**src/rtl/ppds_map.svh**
```systemverilog
`ifndef PPDS_MAP_SVH
`define PPDS_MAP_SVH

// Register byte offsets.
`define PPDS_OFF_CTRL 8'h00
`define PPDS_OFF_PICKUP 8'h04
`define PPDS_OFF_FIXDLY 8'h08
`define PPDS_OFF_KMUL 8'h0C
`define PPDS_OFF_CONST_A 8'h10
`define PPDS_OFF_CONST_B 8'h14
`define PPDS_OFF_STATUS 8'h18
`define PPDS_OFF_IRQ_STAT 8'h1C
`define PPDS_OFF_IRQ_MASK 8'h20
`define PPDS_OFF_EVT_TIME 8'h24
`define PPDS_OFF_EVT_DATA 8'h28
`define PPDS_OFF_DEN_BASE 8'h40
`define PPDS_OFF_DEN_LAST 8'h7C

// Control fields.
`define PPDS_CTRL_INV_BIT 0
`define PPDS_CTRL_IEEE_BIT 1
`define PPDS_CTRL_UNDER_BIT 2

// Interrupt status fields.
`define PPDS_IRQ_START_BIT 0
`define PPDS_IRQ_TRIP_BIT 1
`define PPDS_IRQ_BLOCK_BIT 2

// Reset values.
`define PPDS_RST_CTRL 3'h0
`define PPDS_RST_PICKUP 16'h03E8
`define PPDS_RST_FIXDLY 16'h0008
`define PPDS_RST_KMUL 12'h005
`define PPDS_RST_CONST_A 16'h0360
`define PPDS_RST_CONST_B 16'h073A
`define PPDS_RST_DEN 16'h03E8
`define PPDS_RST_MASK 3'h0

// Hysteresis in percent of the pick-up setting.
`define PPDS_RESET_PCT 7'd97
`define PPDS_FULL_PCT 7'd100

// Timing.
`define PPDS_CLK_NS 10
`define PPDS_CYCLE_MS 1
`define PPDS_FIX_STEP_MS 5
`define PPDS_FIX_STEP_CYC (`PPDS_FIX_STEP_MS / `PPDS_CYCLE_MS)
`define PPDS_CYCLE_CLKS (`PPDS_CYCLE_MS * 1000000 / `PPDS_CLK_NS)
// Accumulator step during the constant tail of the IEEE curve.
`define PPDS_TAIL_STEP 32'h0000_03E8

`endif

```
**src/rtl/ppds_pkg.sv**
```systemverilog
`default_nettype none
package ppds_pkg;

  typedef enum logic [1:0] {
    PPDS_IDLE = 2'b00,
    PPDS_START = 2'b01,
    PPDS_BLOCKED = 2'b10
  } ppds_state_t;

  typedef enum logic {
    PPDS_INTEG = 1'b0,
    PPDS_TAIL = 1'b1
  } ppds_phase_t;

  typedef struct packed {
    logic [31:0] stamp;
    logic [1:0] fault;
    logic [15:0] mag;
  } ppds_evt_t;

  typedef struct packed {
    logic picked;
    logic start;
    logic blocked;
    logic trip;
  } ppds_out_t;

endpackage
`default_nettype wire

```
**src/rtl/ppds_stage.sv**
```systemverilog
// The register addresses and the APB interface to the registers were left to the implementer.
`timescale 1ns/100ps
`default_nettype none
`include "ppds_map.svh"

// Contract
// - Compare measured magnitude with pick-up setting as over or under limit, every cycle.
// - Release only when magnitude crosses back past 97 % of the setting; under mode releases only above 100/97 of the setting.
// - Sample the blocking input at the start of each processing cycle.
// - Pick-up without blocking asserts start and starts the operating timer.
// - Pick-up with blocking asserts blocked, no start, timer held.
// - Blocking clears active start, then release timing as for a pick-up reset.
// - Each blocking occurrence emits a time-stamped record with magnitude and fault type.
// - Instant operation trips in the same cycle as start.
// - Fixed mode trips after the set delay of continuous pick-up.
// - Inverse mode trips after a delay set by the magnitude to setting ratio.
// - In inverse mode the fixed delay is a floor; zero disables it.
// - Delay type selects fixed or inverse mode; default fixed.
// - Fixed delay is the operating time, 5 ms steps, default 40 ms.
// - Fixed delay zero gives instant operation, nonzero gives delayed operation.
// - Curve series picks IEC or IEEE, default IEC, only in inverse mode.
// - IEC time k*A/(r^B-1); IEEE time k*(A/(r^C-1)+B).
// - Multiplier k in 10 ms steps, default 50 ms, inverse mode only.
module ppds_stage #(
  parameter int unsigned CYCLE_CLKS = `PPDS_CYCLE_CLKS,
  parameter int unsigned TW = 20
) (
  // Clock and reset.
  input wire logic pclk,
  input wire logic presetn,
  // APB slave.
  input wire logic psel,
  input wire logic penable,
  input wire logic pwrite,
  input wire logic [7:0] paddr,
  input wire logic [31:0] pwdata,
  input wire logic [3:0] pstrb,
  output logic [31:0] prdata,
  output logic pready,
  output logic pslverr,
  // Measurement and blocking matrix.
  input wire logic [15:0] mag,
  input wire logic block_in,
  // Stage outputs.
  output ppds_pkg::ppds_out_t stage_out,
  output logic evt_valid,
  output ppds_pkg::ppds_evt_t evt,
  output logic irq
);
  import ppds_pkg::*;

  function automatic logic [31:0] merge(input logic [31:0] old, input logic [31:0] wd,
                                        input logic [3:0] be);
    logic [31:0] res;
    res = old;
    for (int b = 0; b < 4; b++) begin
      if (be[b]) begin
        res[8*b +: 8] = wd[8*b +: 8];
      end
    end
    return res;
  endfunction

  function automatic logic [4:0] count_ones(input logic [15:0] v);
    logic [4:0] n;
    n = 5'h00;
    for (int i = 0; i < 16; i++) begin
      n = n + {4'h0, v[i]};
    end
    return n;
  endfunction

  // Settings.
  logic [2:0] ctrl;
  logic [15:0] pickup;
  logic [15:0] fixdly;
  logic [11:0] kmul;
  logic [15:0] const_a;
  logic [15:0] const_b;
  logic [2:0] irq_stat;
  logic [2:0] irq_mask;
  logic [15:0] den [16];
  ppds_evt_t evt_rec;

  // Stage state.
  ppds_state_t state;
  ppds_phase_t phase;
  logic picked;
  logic trip;
  logic curve_done;
  logic [TW-1:0] timer;
  logic [31:0] acc;
  logic [31:0] stamp;
  logic [31:0] divcnt;

  // APB decode.
  wire wr_en = psel && penable && pwrite;
  wire [7:0] addr = {paddr[7:2], 2'b00};
  wire den_hit = (addr >= `PPDS_OFF_DEN_BASE) && (addr <= `PPDS_OFF_DEN_LAST);
  wire [3:0] den_idx = addr[5:2];
  wire reg_hit = den_hit || (addr == `PPDS_OFF_CTRL) || (addr == `PPDS_OFF_PICKUP)
      || (addr == `PPDS_OFF_FIXDLY) || (addr == `PPDS_OFF_KMUL)
      || (addr == `PPDS_OFF_CONST_A) || (addr == `PPDS_OFF_CONST_B)
      || (addr == `PPDS_OFF_STATUS) || (addr == `PPDS_OFF_IRQ_STAT)
      || (addr == `PPDS_OFF_IRQ_MASK) || (addr == `PPDS_OFF_EVT_TIME)
      || (addr == `PPDS_OFF_EVT_DATA);
  wire do_wr = wr_en && reg_hit;

  assign pready = 1'b1;
  assign pslverr = psel && penable && !reg_hit;

  always_comb begin
    prdata = 32'h0000_0000;
    if (den_hit) begin
      prdata = {16'h0000, den[den_idx]};
    end else begin
      unique case (addr)
        `PPDS_OFF_CTRL: prdata = {29'h0, ctrl};
        `PPDS_OFF_PICKUP: prdata = {16'h0, pickup};
        `PPDS_OFF_FIXDLY: prdata = {16'h0, fixdly};
        `PPDS_OFF_KMUL: prdata = {20'h0, kmul};
        `PPDS_OFF_CONST_A: prdata = {16'h0, const_a};
        `PPDS_OFF_CONST_B: prdata = {16'h0, const_b};
        `PPDS_OFF_STATUS: prdata = {28'h0, picked, trip, state == PPDS_BLOCKED,
                                    state == PPDS_START};
        `PPDS_OFF_IRQ_STAT: prdata = {29'h0, irq_stat};
        `PPDS_OFF_IRQ_MASK: prdata = {29'h0, irq_mask};
        `PPDS_OFF_EVT_TIME: prdata = evt_rec.stamp;
        `PPDS_OFF_EVT_DATA: prdata = {14'h0, evt_rec.fault, evt_rec.mag};
        default: prdata = 32'h0000_0000;
      endcase
    end
  end

  // Processing-cycle strobe and time base for event stamps.
  wire tick = (divcnt == CYCLE_CLKS - 1);

  always_ff @(posedge pclk or negedge presetn) begin
    if (!presetn) begin
      divcnt <= 32'h0000_0000;
      stamp <= 32'h0000_0000;
    end else begin
      divcnt <= tick ? 32'h0000_0000 : divcnt + 32'h0000_0001;
      stamp <= tick ? stamp + 32'h0000_0001 : stamp;
    end
  end

  // Mode selection.
  wire inv_mode = ctrl[`PPDS_CTRL_INV_BIT];
  wire ieee = inv_mode && ctrl[`PPDS_CTRL_IEEE_BIT];
  wire under = ctrl[`PPDS_CTRL_UNDER_BIT];

  // Pick-up comparison with reset hysteresis relative to the setting.
  wire [22:0] mag_pct = mag * `PPDS_FULL_PCT;
  wire [22:0] set_pct = pickup * `PPDS_FULL_PCT;
  wire [22:0] mag_rst = mag * `PPDS_RESET_PCT;
  wire [22:0] set_rst = pickup * `PPDS_RESET_PCT;
  wire operate = under ? (mag < pickup) : (mag > pickup);
  wire release_lvl = under ? (mag_rst > set_pct) : (mag_pct < set_rst);
  wire next_picked = picked ? !release_lvl : operate;

  // Ratio bucket: hit[i] when magnitude is at least (5+i)/4 of the setting.
  logic [15:0] ratio_hit;
  wire [17:0] mag_x4 = {mag, 2'b00};
  genvar gi;
  generate
    for (gi = 0; gi < 16; gi++) begin : g_ratio
      wire [20:0] thr = pickup * 5'(5 + gi);
      assign ratio_hit[gi] = {3'b000, mag_x4} >= thr;
    end
  endgenerate
  wire [4:0] bucket_raw = count_ones(ratio_hit);
  wire [3:0] bucket = bucket_raw[4] ? 4'hF : bucket_raw[3:0];

  // Curve integration: table holds (r^exponent - 1) scaled so that the sum reaches k*A.
  wire [27:0] ka = kmul * const_a;
  wire [27:0] kb = kmul * const_b;
  wire [31:0] step = (phase == PPDS_TAIL) ? `PPDS_TAIL_STEP : {16'h0000, den[bucket]};
  wire [31:0] acc_sum = acc + step;
  wire [27:0] goal = (phase == PPDS_TAIL) ? kb : ka;
  wire seg_hit = acc_sum >= {4'h0, goal};
  wire next_curve_done = curve_done || (seg_hit && (ieee ? phase == PPDS_TAIL : 1'b1));

  // Operating timer in processing cycles.
  wire [18:0] fix_cyc = fixdly * 3'(`PPDS_FIX_STEP_CYC);
  wire [TW-1:0] timer_inc = timer + TW'(1);
  wire fix_done = {{(TW > 19 ? TW - 19 : 0){1'b0}}, fix_cyc} <= timer_inc;
  wire floor_ok = (fix_cyc == 19'h0) || fix_done;
  wire next_trip = inv_mode ? (next_curve_done && floor_ok) : fix_done;

  // Stage evaluation, once per processing cycle; pick-up is decided first, then blocking.
  ppds_state_t next_state;
  always_comb begin
    if (!next_picked) begin
      next_state = PPDS_IDLE;
    end else if (block_in) begin
      next_state = PPDS_BLOCKED;
    end else begin
      next_state = PPDS_START;
    end
  end

  wire blk_event = tick && (next_state == PPDS_BLOCKED) && (state != PPDS_BLOCKED);

  always_ff @(posedge pclk or negedge presetn) begin
    if (!presetn) begin
      state <= PPDS_IDLE;
      picked <= 1'b0;
      trip <= 1'b0;
      timer <= '0;
      acc <= 32'h0000_0000;
      phase <= PPDS_INTEG;
      curve_done <= 1'b0;
    end else if (tick) begin
      picked <= next_picked;
      state <= next_state;
      if (next_state == PPDS_START) begin
        timer <= timer_inc;
        trip <= next_trip;
        curve_done <= next_curve_done;
        acc <= (seg_hit && phase == PPDS_INTEG) ? 32'h0000_0000 : acc_sum;
        phase <= (seg_hit && ieee) ? PPDS_TAIL : phase;
      end else begin
        timer <= '0;
        trip <= 1'b0;
        curve_done <= 1'b0;
        acc <= 32'h0000_0000;
        phase <= PPDS_INTEG;
      end
    end
  end

  // Event record of each blocking occurrence.
  always_ff @(posedge pclk or negedge presetn) begin
    if (!presetn) begin
      evt_rec <= '0;
      evt_valid <= 1'b0;
    end else begin
      evt_valid <= blk_event;
      if (blk_event) begin
        evt_rec <= '{stamp: stamp, fault: {state == PPDS_START, under}, mag: mag};
      end
    end
  end
  assign evt = evt_rec;

  // Registers; a hardware event wins over a clearing write in the same cycle.
  wire start_rise = tick && next_state == PPDS_START && state != PPDS_START;
  wire trip_rise = tick && next_state == PPDS_START && next_trip && !trip;
  wire [2:0] irq_set = {blk_event, trip_rise, start_rise};
  wire [31:0] wd_stat = merge(32'h0, pwdata, pstrb);
  wire [2:0] irq_clr = (do_wr && addr == `PPDS_OFF_IRQ_STAT) ? wd_stat[2:0] : 3'h0;
  // Byte-lane merges of each writable register with its current value.
  wire [31:0] m_ctrl = merge({29'h0, ctrl}, pwdata, pstrb);
  wire [31:0] m_pickup = merge({16'h0, pickup}, pwdata, pstrb);
  wire [31:0] m_fixdly = merge({16'h0, fixdly}, pwdata, pstrb);
  wire [31:0] m_kmul = merge({20'h0, kmul}, pwdata, pstrb);
  wire [31:0] m_const_a = merge({16'h0, const_a}, pwdata, pstrb);
  wire [31:0] m_const_b = merge({16'h0, const_b}, pwdata, pstrb);
  wire [31:0] m_mask = merge({29'h0, irq_mask}, pwdata, pstrb);
  wire [31:0] m_den = merge({16'h0, den[den_idx]}, pwdata, pstrb);

  always_ff @(posedge pclk or negedge presetn) begin
    if (!presetn) begin
      ctrl <= `PPDS_RST_CTRL;
      pickup <= `PPDS_RST_PICKUP;
      fixdly <= `PPDS_RST_FIXDLY;
      kmul <= `PPDS_RST_KMUL;
      const_a <= `PPDS_RST_CONST_A;
      const_b <= `PPDS_RST_CONST_B;
      irq_mask <= `PPDS_RST_MASK;
      irq_stat <= 3'h0;
      for (int i = 0; i < 16; i++) begin
        den[i] <= `PPDS_RST_DEN;
      end
    end else begin
      irq_stat <= (irq_stat & ~irq_clr) | irq_set;
      if (do_wr) begin
        if (den_hit) begin
          den[den_idx] <= m_den[15:0];
        end
        unique case (addr)
          `PPDS_OFF_CTRL: ctrl <= m_ctrl[2:0];
          `PPDS_OFF_PICKUP: pickup <= m_pickup[15:0];
          `PPDS_OFF_FIXDLY: fixdly <= m_fixdly[15:0];
          `PPDS_OFF_KMUL: kmul <= m_kmul[11:0];
          `PPDS_OFF_CONST_A: const_a <= m_const_a[15:0];
          `PPDS_OFF_CONST_B: const_b <= m_const_b[15:0];
          `PPDS_OFF_IRQ_MASK: irq_mask <= m_mask[2:0];
          default: ;
        endcase
      end
    end
  end

  assign irq = |(irq_stat & irq_mask);
  assign stage_out = '{picked: picked, start: state == PPDS_START,
                       blocked: state == PPDS_BLOCKED, trip: trip};
endmodule
`default_nettype wire

```
**config.mk**
```make
export PLATFORM = sky130hd
export DESIGN_NAME = ppds_stage
export DESIGN_NICKNAME = d
export VERILOG_FILES = /design/src/rtl/ppds_pkg.sv /design/src/rtl/ppds_stage.sv
export VERILOG_INCLUDE_DIRS = /design/src /design/src/rtl
export SDC_FILE = /design/constraint.sdc
export NUM_CORES = 2
export LEC_CHECK = 0
export ABC_AREA = 0
export BUFFER_PORTS_ARGS = -buffer_cell sky130_fd_sc_hd__buf_2
export CORE_MARGIN = 1.5
export CORE_UTILIZATION = 42
export CTS_BUF_LIST = sky130_fd_sc_hd__clkbuf_8 sky130_fd_sc_hd__clkbuf_16
export CTS_CLUSTER_DIAMETER = 120
export DETAILED_ROUTE_END_ITERATION = 16
export HOLD_SLACK_MARGIN = 0.1
export SLEW_MARGIN = 10
export SYNTH_ARGS = -nofsm -noshare
export SYNTH_HDL_FRONTEND = slang
export SYNTH_SLANG_ARGS = --single-unit
```
**constraint.sdc**
```tcl
create_clock -name pclk -period 32.9 [get_ports pclk]
set_input_delay 3.29 -clock pclk [delete_from_list [all_inputs] [get_ports pclk]]
set_output_delay 3.29 -clock pclk [all_outputs]
set_load 0.05 [all_outputs]
```
==> metrics <==
synth warn 0; Setup violations, final 0; CP peak stage delay 0.86 ns; Slew HR 17.1%; final worst slack 16.44 ns; synthesis-to-layout area growth 8.00%; fillcell total 13802; DR vias/cell 5.72; Post-synth EDFFs 0; wire per inst 21.8 um; Total Wirelength 189000 um; outcome complete, no violations; clk root buf clkbuf_16; P_leak 31.8 nW; Synth Register Bits 514; Most common cell on crit path fa_1; cell area after synthesis 60000 um^2; initial antenna violation count 19; detailed-route DRC error count 0; die height 381 um; slowest stage cell, crit path a211oi_1; H-tree lvl count 2; clk_skew 0.0595 ns; CP Capture Type flop; Mean Syn Cell Area 8.99 um^2; first-pass GRT wire length 293000 um; post-synthesis sequential area ratio 21.7%; Layout Utilization 45.8%; final net count 8045; Synth Net Count 8024; Critical Path Start Type primary input; die area 145000 um^2; Setup Total Neg Slack 0 ns; Skew-Pair Late Insertion Delay 0.65 ns; Design Area, Final 64800 um^2; Crit Path Max Fanout 60; top cells by count, synth 860 x ha_1, 812 x nand2_1, 670 x inv_1, 490 x a21oi_1, 463 x nor2_1; largest net degree at the start of global routing 186; most numerous cell in the Yosys netlist ha_1; CP Data Required Time 33.42 ns; Worst Hold Margin 0.477 ns; Post-DP Area 63000 um^2; dpl ws 16.05 ns; I/O pins 156; Max IR drop VDD 0.0430 mV; Vias 49390; Cells after DPL 8531; Crit path arrival time 16.98 ns; cell row count 138; Main synth FF type dfrtp_1; fin crit period 16.46 ns; Power Density 38.9 nW/um^2; Worst Hold Class reg -> reg; 1st-iter DRT viols 3976; clk slew on worst S/H paths 0.07 ns; clock buffer depth 3; Netlist cell types 89; Post-CTS Hold Buffers 0; Yosys top cell area share 17.9%; CTS tree yes; post-CTS sizing 0; Max Slew Vio Count 0; Max-Cap Viols 0; hpwl dp 139000 um; CP Buf/Inv Count 7; CTS Buf Count 52; Design Power 2.52 mW; Top delay family on crit path compound AO/OA/AOI/OAI gates; vias in the first global route 48735; Mapped Cells 6674; clock sinks 514; Non-Filler Instances 8632; DRT antenna net count 0; Die Width 381 um; async set-or-reset flop fraction in the synthesized netlist 100%; initial core utilization 42.4%; Area contributors post-synth ha_1 18%, dfrtp_1 17%, fa_1 14%; share of layout cells above drive strength 1 9.82%; RSZ-0062 raised after global routing no; CP Class in -> reg; period utilization 50.0%; DRT Pass-1 Iters 6; # port buffers 134; Synth area leader ha_1; Final Wtd Congestion 0.931; Core Box Area 142000 um^2; GRT Util Overall 25.9%; Fin. Hold Viols 0; Fmax 60.8 MHz; Post-CTS Setup Inserts 0; total gr overflow 0; Least-Margin Pin Slew 1.24 ns
## per-layer routing
| metal | global-route usage [%] | routed length, um |
|---|---|---|
| met1 | 36.8 | 85600 |
| met2 | 39.1 | 80300 |
| met3 | 6.29 | 16800 |
| met4 | 7.22 | 5710 |
| met5 | 0.761 | 210 |
## layout make-up
type	count	area [um^2]	share of cell area, %
Clock buffer	68	1540	2.38
Antenna cell	4	10.0	0.0155
Clock inverter	29	265	0.409
Multi-Input combinational cell	5215	43600	67.2
Timing Repair Buffer	242	1510	2.33
Tap cell	1890	2360	3.65
Inverter	670	2510	3.88
Sequential cell	514	13000	20.1
## worst reg2reg max path, delay by kind of cell, from the launching register on
kind	cells	cell delay, ns
fa+ha+maj	11	4.02
flops	1	1.02
simple gates	11	3.33
xor+xnor	2	0.34
compound gates	24	6.24
buf+inv	4	0.99
## power breakdown
part,internal [mW],total [mW],leakage (nW),switching [mW]
clock network,0.355,0.630,0.933,0.275
logic,0.475,1.20,24.4,0.721
registers,0.666,0.691,6.43,0.0241
## sequential cells by signal, indices dropped and copies added, names as in the netlist, 2 cells and up
name      count
den         256
evt          50
acc          32
divcnt       32
stamp        32
timer        20
const_a      16
const_b      16
fixdly       16
pickup       16
kmul         12
ctrl          3
irq_mask      3
irq_stat      3
state         2
## kinds of logic after synthesis
| group | count (synthesis) | synth area share (%) |
|---|---|---|
| xor gates and xnor gates | 334 | 4.88 |
| DFF | 514 | 21.7 |
| and+or+nand+nor | 1977 | 15.2 |
| AOI/OAI and AO/OA | 1409 | 14.8 |
| buffers and inverters | 945 | 5.94 |
| adders and majority gates | 1284 | 32.1 |
| muxes | 210 | 5.44 |
| other | 1 | 0.00625 |
## layout by cell type (no fill, tap or decap), types with 116 or more instances in the layout
master     n
ha_1     859
inv_1    683
a21o_1   121
o21ai_0  265
fa_1     424
xor2_1   125
and2_1   139
dfstp_2  116
buf_2    131
a21oi_1  490
nand2_1  812
dfrtp_1  397
xnor2_1  209
nor2_1   446
## path summary, 6_finish.rpt
| kind | start | to | slack [ns] | cells past startpoint |
|---|---|---|---|---|
| setup reg to reg | pickup[6] | acc[26] | 16.85 | 52 |
| setup / recovery | mag[0] | acc[26] | 16.44 | 50 |
| min in group asynchronous | presetn | acc[2] | 2.66 | 1 |
| max in group asynchronous | presetn | evt[16] | 27.79 | 3 |
| hold reg to reg | acc[4] | acc[4] | 0.48 | 2 |
| hold / removal | acc[4] | acc[4] | 0.48 | 2 |
Power figures use the tool's default switching activity.
